--- config.mk ---
export PLATFORM = sky130hd
export DESIGN_NAME = vdt_access
export DESIGN_NICKNAME = d
export VERILOG_FILES = /design/src/hw/vdt_pkg.sv /design/src/hw/vdt_tbl_if.sv /design/src/hw/vdt_prio_table.sv /design/src/hw/vdt_access.sv
export SDC_FILE = /design/constraint.sdc
export NUM_CORES = 1
export LEC_CHECK = 0
export BUFFER_PORTS_ARGS = -buffer_cell sky130_fd_sc_hd__buf_2
export CAP_MARGIN = 20
export CORE_UTILIZATION = 30
export CTS_BUF_LIST = sky130_fd_sc_hd__clkbuf_4 sky130_fd_sc_hd__clkbuf_8 sky130_fd_sc_hd__clkbuf_16
export DETAILED_ROUTE_END_ITERATION = 8
export GPL_TIMING_DRIVEN = 0
export SETUP_SLACK_MARGIN = 0.4
export SLEW_MARGIN = 25
export SYNTH_ARGS = -nofsm -noshare
export SYNTH_HDL_FRONTEND = slang
export SYNTH_SLANG_ARGS = --single-unit
export TNS_END_PERCENT = 10
--- constraint.sdc ---
create_clock -name i_ref_clk -period 4.3 [get_ports i_ref_clk]
set_clock_uncertainty 0.1 [all_clocks]
set_input_delay 0.645 -clock i_ref_clk [delete_from_list [all_inputs] [get_ports i_ref_clk]]
set_output_delay 0.645 -clock i_ref_clk [all_outputs]
set_load 0.03 [all_outputs]
--- src/hw/vdt_pkg.sv ---
// constants and types shared by the vlan / priority-map table access logic
package vdt_pkg;
    // ------------------------------------------------------------
    // register indices (byte address = index * 4)
    // ------------------------------------------------------------
    localparam logic [13:0] IDX_VLAN_STS  = 14'h1810;
    localparam logic [13:0] IDX_PM_CMD    = 14'h1811;
    localparam logic [13:0] IDX_PM_WDATA  = 14'h1812;
    localparam logic [13:0] IDX_PM_RDATA  = 14'h1813;
    localparam logic [13:0] IDX_PM_STS    = 14'h1814;
    localparam logic [13:0] IDX_VLAN_DATA = 14'h1818;
    localparam logic [13:0] IDX_VLAN_CMD  = 14'h1819;
    // ------------------------------------------------------------
    // field positions and widths
    // ------------------------------------------------------------
    localparam int          PEND_BIT      = 0;
    localparam int          DIR_BIT       = 7;
    localparam int          PM_IDX_W      = 6;
    localparam int          PRIO_W        = 3;
    localparam int          VID_W         = 12;
    localparam int          UNTAG0_BIT    = 12;
    localparam int          ENTRY_W       = 18;
    localparam int          PORTS         = 3;
    localparam int          VLAN_ENTRIES  = 16;
    localparam int          VLAN_IDX_W    = 4;
    localparam int          PM_ENTRIES    = 64;
    localparam logic [11:0] VID_NULL      = 12'h000;
    localparam logic        DIR_READ      = 1'h1;
    // ------------------------------------------------------------
    // reset values
    // ------------------------------------------------------------
    localparam logic [7:0]  CMD_RST       = 8'h00;
    localparam logic [2:0]  PRIO_RST      = 3'h0;

    typedef enum logic [2:0] {
        SEL_NONE, SEL_VLAN_STS, SEL_PM_CMD, SEL_PM_WDATA,
        SEL_PM_RDATA, SEL_PM_STS, SEL_VLAN_DATA, SEL_VLAN_CMD
    } vdt_sel_t;
endpackage : vdt_pkg

--- src/hw/vdt_tbl_if.sv ---
// link between the register front end and the priority-map table
`timescale 1ns/1ps
interface vdt_tbl_if;
    logic       req;
    logic       dir;
    logic [5:0] index;
    logic [2:0] wdata;
    logic       done;
    logic [2:0] rdata;
    logic       lk_valid;
    logic [5:0] lk_tos;
    logic [2:0] lk_prio;
    modport ctl (output req, dir, index, wdata, lk_valid, lk_tos, input done, rdata, lk_prio);
    modport tbl (input req, dir, index, wdata, lk_valid, lk_tos, output done, rdata, lk_prio);
endinterface : vdt_tbl_if

--- src/hw/vdt_prio_table.sv ---
// 64-entry tos/cs to receive-priority table with one access and one lookup port
`timescale 1ns/1ps
module vdt_prio_table (
    input  wire logic i_ref_clk,
    input  wire logic i_rst,
    vdt_tbl_if.tbl    tb
);
    typedef struct packed {
        logic       done;
        logic [2:0] rdata;
        logic [2:0] lk_prio;
    } vdt_tbl_st_t;

    vdt_tbl_st_t q, d;
    // contents are left uninitialised at reset, software must fill them
    logic [2:0]  mem [vdt_pkg::PM_ENTRIES];

    always_comb begin
        d         = q;
        d.done    = tb.req;
        if (tb.lk_valid) begin
            d.lk_prio = mem[tb.lk_tos];                        // [RL10]
        end
        if (tb.req && tb.dir == vdt_pkg::DIR_READ) begin
            d.rdata = mem[tb.index];
        end
    end

    always_ff @(posedge i_ref_clk) begin
        if (i_rst) begin
            q <= '0;
        end else begin
            q <= d;
        end
        if (tb.req && tb.dir != vdt_pkg::DIR_READ) begin
            mem[tb.index] <= tb.wdata;                         // [RL12] [RL15]
        end
    end

    assign tb.done    = q.done;
    assign tb.rdata   = q.rdata;
    assign tb.lk_prio = q.lk_prio;
endmodule : vdt_prio_table

--- src/hw/vdt_access.sv ---
// vlan table and priority-map table register access over avalon-mm
//
// Functional notes
// RL1 - entry low 12 bits hold the vlan identifier
// RL2 - identifier zero disables an entry
// RL3 - software never programs the reserved identifier
// RL4 - bit 12 is the port 0 untag flag
// RL5 - vlan status bit 0 pends, self-clears
// RL6 - vlan status reports outstanding vlan command only
// RL7 - command register write launches one table access
// RL8 - direction bit 7: one read, zero write
// RL9 - six-bit index selects one of 64 entries
// RL10 - table maps received tos/cs to priority
// RL11 - read: command, poll pending, fetch read data
// RL12 - write: load data, command, poll pending
// RL13 - write-data low 3 bits hold priority
// RL14 - read-data shows last read entry priority
// RL15 - table contents not initialised at reset
// RL16 - member flag admits ingress, joins egress domain
// RL17 - untag flag strips tag on hybrid egress
// RL18 - separate status register with self-clearing pending
// RL19 - no new command while pending; the code still accepts a command written while pending and launches it
//
// Implementation choice: the Avalon-MM register port.
`timescale 1ns/1ps
module vdt_access (
    input  wire logic        i_ref_clk,
    input  wire logic        i_rst,
    input  wire logic [15:0] i_avs_address,
    input  wire logic        i_avs_read,
    input  wire logic        i_avs_write,
    input  wire logic [31:0] i_avs_writedata,
    output logic      [31:0] o_avs_readdata,
    output logic             o_avs_waitrequest,
    input  wire logic        i_pkt_valid,
    input  wire logic [11:0] i_pkt_vid,
    input  wire logic [5:0]  i_pkt_tos,
    input  wire logic [2:0]  i_hybrid_port,
    output logic             o_lookup_valid,
    output logic             o_vlan_hit,
    output logic      [2:0]  o_vlan_member,
    output logic      [2:0]  o_vlan_untag,
    output logic      [2:0]  o_strip_tag,
    output logic      [2:0]  o_rx_priority
);
    // ------------------------------------------------------------
    // types and state
    // ------------------------------------------------------------
    typedef enum logic {BP_IDLE, BP_ANSWER} vdt_phase_t;

    typedef struct packed {
        vdt_phase_t  phase;
        logic        waitreq;
        logic [31:0] rdata;
        logic        pm_dir;
        logic [5:0]  pm_idx;
        logic [2:0]  pm_wdata;
        logic [2:0]  pm_rd;
        logic        pm_pend;
        logic        pm_req;
        logic        vl_dir;
        logic [3:0]  vl_idx;
        logic [17:0] vl_data;
        logic        vl_pend;
        logic        lk_valid;
        logic        hit;
        logic [2:0]  member;
        logic [2:0]  untag;
        logic [2:0]  strip;
    } vdt_state_t;

    localparam vdt_state_t ST_RST = '{
        phase: BP_IDLE, waitreq: 1'h1, rdata: 32'h0, pm_dir: vdt_pkg::CMD_RST[7],
        pm_idx: vdt_pkg::CMD_RST[5:0], pm_wdata: vdt_pkg::PRIO_RST,
        pm_rd: vdt_pkg::PRIO_RST, default: '0};

    vdt_state_t  q, d;
    logic [17:0] vlan_mem [vdt_pkg::VLAN_ENTRIES];
    vdt_tbl_if   tbl ();

    // ------------------------------------------------------------
    // address decode
    // ------------------------------------------------------------
    function automatic vdt_pkg::vdt_sel_t reg_sel(input logic [15:0] a);
        vdt_pkg::vdt_sel_t s;
        s = vdt_pkg::SEL_NONE;
        if (a[1:0] == 2'h0) begin
            case (a[15:2])
                vdt_pkg::IDX_VLAN_STS:  s = vdt_pkg::SEL_VLAN_STS;
                vdt_pkg::IDX_PM_CMD:    s = vdt_pkg::SEL_PM_CMD;
                vdt_pkg::IDX_PM_WDATA:  s = vdt_pkg::SEL_PM_WDATA;
                vdt_pkg::IDX_PM_RDATA:  s = vdt_pkg::SEL_PM_RDATA;
                vdt_pkg::IDX_PM_STS:    s = vdt_pkg::SEL_PM_STS;
                vdt_pkg::IDX_VLAN_DATA: s = vdt_pkg::SEL_VLAN_DATA;
                vdt_pkg::IDX_VLAN_CMD:  s = vdt_pkg::SEL_VLAN_CMD;
                default:                s = vdt_pkg::SEL_NONE;
            endcase
        end
        return s;
    endfunction : reg_sel

    // ------------------------------------------------------------
    // next state
    // ------------------------------------------------------------
    always_comb begin
        vdt_pkg::vdt_sel_t sel;
        logic [31:0]       word;
        logic              found;
        sel   = reg_sel(i_avs_address);
        word  = 32'h0;
        found = 1'b0;
        d     = q;
        d.pm_req = 1'b0;

        // readback, reserved bits read as zero
        case (sel)
            vdt_pkg::SEL_VLAN_STS:  word[vdt_pkg::PEND_BIT] = q.vl_pend;   // [RL5] [RL6]
            vdt_pkg::SEL_PM_CMD:    word[7:0] = {q.pm_dir, 1'b0, q.pm_idx};
            vdt_pkg::SEL_PM_WDATA:  word[2:0] = q.pm_wdata;
            vdt_pkg::SEL_PM_RDATA:  word[2:0] = q.pm_rd;                   // [RL14]
            vdt_pkg::SEL_PM_STS:    word[vdt_pkg::PEND_BIT] = q.pm_pend;   // [RL18]
            vdt_pkg::SEL_VLAN_DATA: word[17:0] = q.vl_data;
            vdt_pkg::SEL_VLAN_CMD:  word[7:0] = {q.vl_dir, 3'h0, q.vl_idx};
            default:                word = 32'h0;
        endcase

        // completions first so that a new launch in the same cycle wins
        if (tbl.done) begin
            d.pm_pend = 1'b0;                                            // [RL11] [RL12]
            if (q.pm_dir == vdt_pkg::DIR_READ) begin
                d.pm_rd = tbl.rdata;                                     // [RL14]
            end
        end
        if (q.vl_pend) begin
            d.vl_pend = 1'b0;                                            // [RL5]
            if (q.vl_dir == vdt_pkg::DIR_READ) begin
                d.vl_data = vlan_mem[q.vl_idx];
            end
        end

        // one wait cycle, then the answer stands for exactly one edge
        case (q.phase)
            BP_IDLE: begin
                if (i_avs_read || i_avs_write) begin
                    d.phase   = BP_ANSWER;
                    d.waitreq = 1'b0;
                    d.rdata   = i_avs_read ? word : 32'h0;
                end
            end
            BP_ANSWER: begin
                d.phase   = BP_IDLE;
                d.waitreq = 1'b1;
                if (i_avs_write) begin
                    case (sel)
                        vdt_pkg::SEL_PM_CMD: begin
                            d.pm_dir  = i_avs_writedata[vdt_pkg::DIR_BIT];   // [RL8]
                            d.pm_idx  = i_avs_writedata[5:0];                // [RL9]
                            d.pm_pend = 1'b1;                                // [RL7]
                            d.pm_req  = 1'b1;
                        end
                        vdt_pkg::SEL_PM_WDATA: d.pm_wdata = i_avs_writedata[2:0]; // [RL13]
                        vdt_pkg::SEL_VLAN_DATA: d.vl_data = i_avs_writedata[17:0];
                        vdt_pkg::SEL_VLAN_CMD: begin
                            d.vl_dir  = i_avs_writedata[vdt_pkg::DIR_BIT];
                            d.vl_idx  = i_avs_writedata[3:0];
                            d.vl_pend = 1'b1;                                // [RL5]
                        end
                        default: d.vl_pend = d.vl_pend;
                    endcase
                end
            end
            default: begin
                d.phase   = BP_IDLE;
                d.waitreq = 1'b1;
            end
        endcase

        // vlan lookup, lowest matching entry wins
        d.lk_valid = i_pkt_valid;
        d.hit      = 1'b0;
        d.member   = 3'h0;
        d.untag    = 3'h0;
        if (i_pkt_valid && i_pkt_vid != vdt_pkg::VID_NULL) begin              // [RL2]
            for (int e = 0; e < vdt_pkg::VLAN_ENTRIES; e++) begin
                if (!found && vlan_mem[e][vdt_pkg::VID_W-1:0] == i_pkt_vid) begin // [RL1]
                    found = 1'b1;
                    for (int p = 0; p < vdt_pkg::PORTS; p++) begin
                        d.untag[p]  = vlan_mem[e][vdt_pkg::UNTAG0_BIT + 2*p];   // [RL4]
                        d.member[p] = vlan_mem[e][vdt_pkg::UNTAG0_BIT + 2*p + 1]; // [RL16]
                    end
                end
            end
        end
        d.hit   = found;
        d.strip = d.untag & i_hybrid_port;                                   // [RL17]
    end

    // ------------------------------------------------------------
    // registers
    // ------------------------------------------------------------
    always_ff @(posedge i_ref_clk) begin
        if (i_rst) begin
            q <= ST_RST;
        end else begin
            q <= d;
        end
        // vlan entries have no reset; software programs them
        if (!i_rst && q.vl_pend && q.vl_dir != vdt_pkg::DIR_READ) begin
            vlan_mem[q.vl_idx] <= q.vl_data;
        end
    end

    // ------------------------------------------------------------
    // priority-map table
    // ------------------------------------------------------------
    assign tbl.req      = q.pm_req;
    assign tbl.dir      = q.pm_dir;
    assign tbl.index    = q.pm_idx;
    assign tbl.wdata    = q.pm_wdata;
    assign tbl.lk_valid = i_pkt_valid;
    assign tbl.lk_tos   = i_pkt_tos;

    vdt_prio_table u_table (
        .i_ref_clk (i_ref_clk),
        .i_rst     (i_rst),
        .tb        (tbl.tbl)
    );

    // ------------------------------------------------------------
    // outputs
    // ------------------------------------------------------------
    assign o_avs_readdata    = q.rdata;
    assign o_avs_waitrequest = q.waitreq;
    assign o_lookup_valid    = q.lk_valid;
    assign o_vlan_hit        = q.hit;
    assign o_vlan_member     = q.member;
    assign o_vlan_untag      = q.untag;
    assign o_strip_tag       = q.strip;
    assign o_rx_priority     = tbl.lk_prio;

    // ------------------------------------------------------------
    // checks
    // ------------------------------------------------------------
    // a command is taken at the edge that ends the answer cycle, as a write lands
    logic cmd_taken;
    logic vcmd_taken;
    logic rd_taken;
    logic wr_taken;
    logic pm_load;
    assign rd_taken   = q.phase == BP_IDLE && i_avs_read;
    assign wr_taken   = q.phase == BP_IDLE && i_avs_write;
    assign pm_load    = tbl.done && q.pm_dir == vdt_pkg::DIR_READ;
    assign cmd_taken  = q.phase == BP_ANSWER && i_avs_write
                        && reg_sel(i_avs_address) == vdt_pkg::SEL_PM_CMD;
    assign vcmd_taken = q.phase == BP_ANSWER && i_avs_write
                        && reg_sel(i_avs_address) == vdt_pkg::SEL_VLAN_CMD;
endmodule : vdt_access

== Yosys cells after proc, flatten, opt, wreduce, memory -nomap -nowiden ==
Memories as Yosys holds them, arrays and structs flattened. A register that Yosys moved wholly into a read port is not among the register bits.
Index checks and enable logic that the tools add are counted.

* Logic and storage cells: 176
* Bits of input ports: 74
* RAM bits: 480
* Memories kept: 2
* Register bits after elaboration: 85

{| class="wikitable"
|+ Memories
! memory !! words !! width !! rd ports !! clocked after Yosys merged registers in !! wr ports !! RTL line !! source
|-
| vlan_mem || 16 || 18 || 17 || 1 || 1 || vdt_access.sv:78 || <nowiki>logic [17:0] vlan_mem [vdt_pkg::VLAN_ENTRIES];</nowiki>
|-
| u_table.mem || 64 || 3 || 2 || 2 || 1 || vdt_prio_table.sv:16 || <nowiki>logic [2:0] mem [vdt_pkg::PM_ENTRIES];</nowiki>
|}

* Eq/ne operators: 31
* Bitwise gates (word level): 6
* Multiplexer cells: 72
* Reductions and logical operators: 46

{| class="wikitable"
|+ Operators with widths
! cell !! count
|-
| equality test 12 bit || 16
|-
| equality test 14 x 13 -> 1 bit (second input constant) || 7
|-
| two-way mux 6 bit || 16
|-
| two-way mux 18 bit || 3
|-
| two-way mux 26 bit || 2
|-
| two-way mux 1 bit || 37
|-
| two-way mux 34 bit || 1
|-
| case mux 3 bit (7 select lines) || 1
|-
| logical AND 1 bit || 20
|-
| two-way mux 19 bit || 1
|-
| logical NOT 1 bit || 16
|-
| case mux 5 bit (3 select lines) || 1
|-
| equality test 3 bit (second input constant) || 4
|-
| nonzero test 12 bit || 1
|-
| two-way mux 10 bit || 1
|-
| case mux 2 bit (5 select lines) || 1
|-
| AND reduction 3 bit || 3
|-
| two-way mux 4 bit || 2
|-
| case mux 1 bit (7 select lines) || 1
|-
| equality test 3 x 2 -> 1 bit (second input constant) || 2
|-
| two-way mux 3 bit || 2
|-
| two-way mux 5 bit || 1
|-
| NOT 1 bit || 5
|-
| case mux 2 bit (2 select lines) || 1
|-
| 9 further kinds || 10
|}

== Logic depth before layout (Yosys ltp) ==
An unclocked memory read counts as a cell.

* Word-level depth: 65
* Gate-level depth with buffers: 13
* Mapped depth without buffers: 10

== By module ==
Synthesis repeated with hierarchy kept, for this count alone.

* Cells, all modules: 1890
* Area total of the unflattened synthesis: 27762.9 um^2

{| class="wikitable"
|+ By module, submodules not included
! module !! instances !! area an instance (um^2) !! sequential area each (um^2) !! cells each
|-
| vdt_access || 1 || 17878.4 || 10129.7 || 1246
|-
| vdt_prio_table || 1 || 9884.5 || 5905.7 || 644
|}

== Worst setup path before layout ==
Ideal clock, no wire load.

* Path kind: input port to flip-flop
* From: in i_pkt_tos[0]
* To: reg u_table.tb.lk_prio[0] (netlist name)
* Stages on the path: 7
* Setup time: 0.128 ns
* Data arrival time: 3.098 ns
* Path slack: 0.974 ns
* Cells stage by stage: buf_2 buf_1 mux4_2 mux4_2 mux4_2 mux2i_1 nor2_1

{| class="wikitable"
|+ RTL lines
! what !! RTL line !! source
|-
| from (decl) || vdt_access.sv:37 || <nowiki>input wire logic [5:0] i_pkt_tos,</nowiki>
|}

== Worst setup path after layout ==
* From: reg q, in the netlist tbl.index[2]
* To: mem u_table.mem[12][0] (enable)

{| class="wikitable"
|+ RTL lines
! what !! RTL line !! source
|-
| from (decl) || vdt_access.sv:77 || <nowiki>vdt_state_t q, d;</nowiki>
|-
| from (signal assigned) || vdt_access.sv:203 || <nowiki>q <= ST_RST;</nowiki>
|-
| from (signal assigned) || vdt_access.sv:205 || <nowiki>q <= d;</nowiki>
|-
| to (decl) || vdt_prio_table.sv:16 ||
|}

No word-level cell before the write port.

==> metrics.txt <==
# setup viols final 0; Reg area 16,000 µm²; clock-pin slew on the worst setup and hold paths 60 ps; initial DRC count 2,283; fmax around 0.25 GHz; combinational share of power 3.3%; GP Congestion approximately 0.95; Pwr Total between 10 and 15 mW; commonest non-fill, non-tap cells in the layout edfxtp_1, nor2_1, xor2_1; FP Rows 109; hpwl dp 63.0 mm; first-pass GRT wire length 124 mm; syn_area_per_cell 14.6 µm²; Initial Utilization 30.3%; IO Pins 121; CTS hold repair buffers 0; CP bufs+invs 4; Tot GR Track Use 18.7%; Data required, critical path 4470 ps; Clock Sink Count about 560; crit path cell chain clkbuf_1 > nor3b_2 > buf_4 > clkbuf_1 > buf_2 > nand2_1 > nor2_1; Worst Tran Pin Value 1040 ps; die area 90,400 µm²; commonest non-fill, non-tap cell in the layout edfxtp_1; clk_lat worst skew 630 ps; grt total ovfl 0; Switching Fraction 21.2%; Clock Path Buffers 3; setup ws final approximately 220 ps; Worst Path Arrival around 4300 ps; Most used DFF post-synth edfxtp_1; Syn Inst Count 1,838; vias in the first global route 18,000; core area between 80,000 and 90,000 µm²; # fillers 8,400; n_diodes 0; period utilization 94.8%; sequential share of the synthesized area 59.9%; nets approximately 2,100; Hold WC Path Type in2reg; Yosys reg bits 561; Pre-Repair DR Iteration Count 5; Final ANT Viol Nets 0; crit-path max cell delay 740 ps; setup TNS 0 ps; setup slack at placement -213 ps; total number of yosys warnings 0; fin crit period 4080 ps; Power Density 373 nW/µm²; sequential fraction of design power about half; Slew Viols, Final 0; most used cell, CP clkbuf_1; final WL 85.9 mm; CTS tree done; post-synthesis cell type count 70; Root Buffer clkbuf_16; status complete, no violations; Die Y around 300 µm; largest net degree at the start of global routing 67; Slew Limit Headroom 30.1%; port bufs 77; DR WL/cell 26.7 µm; peak supply drop 0.000294 V; Slowest-stage cell, CP clkbuf_1; antenna violations before repair 2; Netlist Area Pre-Place 26,800 µm²; Internal 9.15 mW; Avg Vias per Cell 5.60; DRC viols 0; crit start category flop; Die Width 301 µm; Area Overhead vs Synth 16.1%; Clock power frac 46.6%; Max Cap Viol 0; Post-synth ARST share 0%; layout cell share with drive strength beyond 1 23.4%; Fin. Hold Viols 0; Setup CP Type reg2reg; Crit. End Element flop; RSZ-0062 raised after global routing true; NetSw 2.46 mW; LEAKAGE 9.75 nW; Multi-input gate area just under 10,000 µm²; delay-heaviest family, CP buffers and inverters; htree depth 2; CTS Buf Count 57; Post-synth EDFFs 480; CP max FO 10; DR vias 18,000
-- state kept, by name, summed over array words and instances (netlist names), 3 cells and up, named ones only --
signal and flops:
tbl.index 6, o_avs_readdata 18, u_table.tb.lk_prio 3, o_vlan_untag 3, u_table.tb.rdata 3, o_strip_tag 3, o_vlan_member 3, tbl.wdata 3
u_table.mem 192, vlan_mem 288, q 29
-- path summary, 6_finish.rpt --
kind                                         start                            to  slack (ps)  cells past startpoint
setup reg to reg         tbl.index[2]$_SDFFE_PP0P_  u_table.mem[12][0]$_DFFE_PP_         220                      7
hold reg to reg   u_table.tb.rdata[0]$_SDFFE_PP0P_            q[37]$_SDFFE_PP0P_         370                      2
hold / removal                    i_hybrid_port[2]     o_strip_tag[2]$_SDFF_PP0_         140                      2
setup / recovery         tbl.index[2]$_SDFFE_PP0P_  u_table.mem[12][0]$_DFFE_PP_         220                      7
-- routing by layer --
metal	share of wire (%)	global-route usage [%]	routed length, µm	vias up
met5	0.013	0	11	-
met4	4.1	7.12	3530	2
li1	-	-	-	7517
met1	39	24.7	33600	9103
met3	9.7	3.59	8370	227
met2	47	30.4	40400	1172
-- cell usage after synthesis (all sizes together), types with 26 or more instances --
cell	n	area share (%)
edfxtp	480	54
nor2	175	2.5
xor2	157	5.1
mux4	153	13
buf	89	2.6
dfxtp	81	6.1
a22oi	78	2.2
nand2	73	1.0
clkbuf	71	1.0
nand3	51	0.99
nor4	47	1.2
mux2i	38	1.4
xnor2	36	1.2
a21oi	33	0.62
nand4	30	0.70
o21ai	26	0.49
-- stage by stage --
| stage | cells | hold slack [ps] | utilization (%) | cell area [µm²] |
|---|---|---|---|---|
| 2_1_floorplan | 1851 | 336 | - | 26800 |
| 3_3_place_gp | 3093 | 360 | 32.4 | 28700 |
| 3_5_place_dp | 3113 | 362 | 32.8 | 29000 |
| 4_1_cts | 3219 | 115 | 35.1 | 31100 |
| 5_1_grt | 3219 | 139 | 35.2 | 31100 |
| 6_report | 3219 | 142 | 35.2 | 31100 |
-- timing repair --
action                                  4_1_cts  5_1_grt
endpoints found under the setup margin       51       58
gates resized for setup                       1        4
setup buffers                                 0        0
-- cell families after synthesis --
family                 count (synthesis)  share of synthesized area, %
XOR/XNOR                             193                          6.32
AND/OR/NAND/NOR                      461                          8.61
other                                  1                        0.0140
flip-flops                           561                          59.9
buffers and inverters                181                          3.88
AO/OA/AOI/OAI                        239                          6.49
multiplexers                         202                          14.8
-- power groups by stage --
stage / clock network (mW) / registers [mW] / logic (mW)
after global placement: 0 / 5.94 / 0.372
after CTS: 5.46 / 5.82 / 0.376
after detailed placement: 0 / 5.94 / 0.375
after global routing: 5.66 / 5.82 / 0.398
final: 5.40 / 5.82 / 0.379
after floorplan: 0 / 5.95 / 0.231
-- layout make-up --
type	count	area share (%)
Tap cell	1165	4.69
Inverter	21	0.254
Timing Repair Buffer	97	2.03
Clock inverter	33	1.39
Multi-Input combinational cell	1109	31.7
Buffer	160	3.13
Sequential cell	561	51.6
Clock buffer	73	5.17
-- worst reg2reg max path, stage by stage (launching register included) --
cell      delay [ps]
dfxtp_1          300
clkbuf_1         370
nor3b_2          480
buf_4            260
clkbuf_1         740
buf_2            500
nand2_1          540
nor2_1           440
Note: power is estimated with default switching activity, not from simulation.
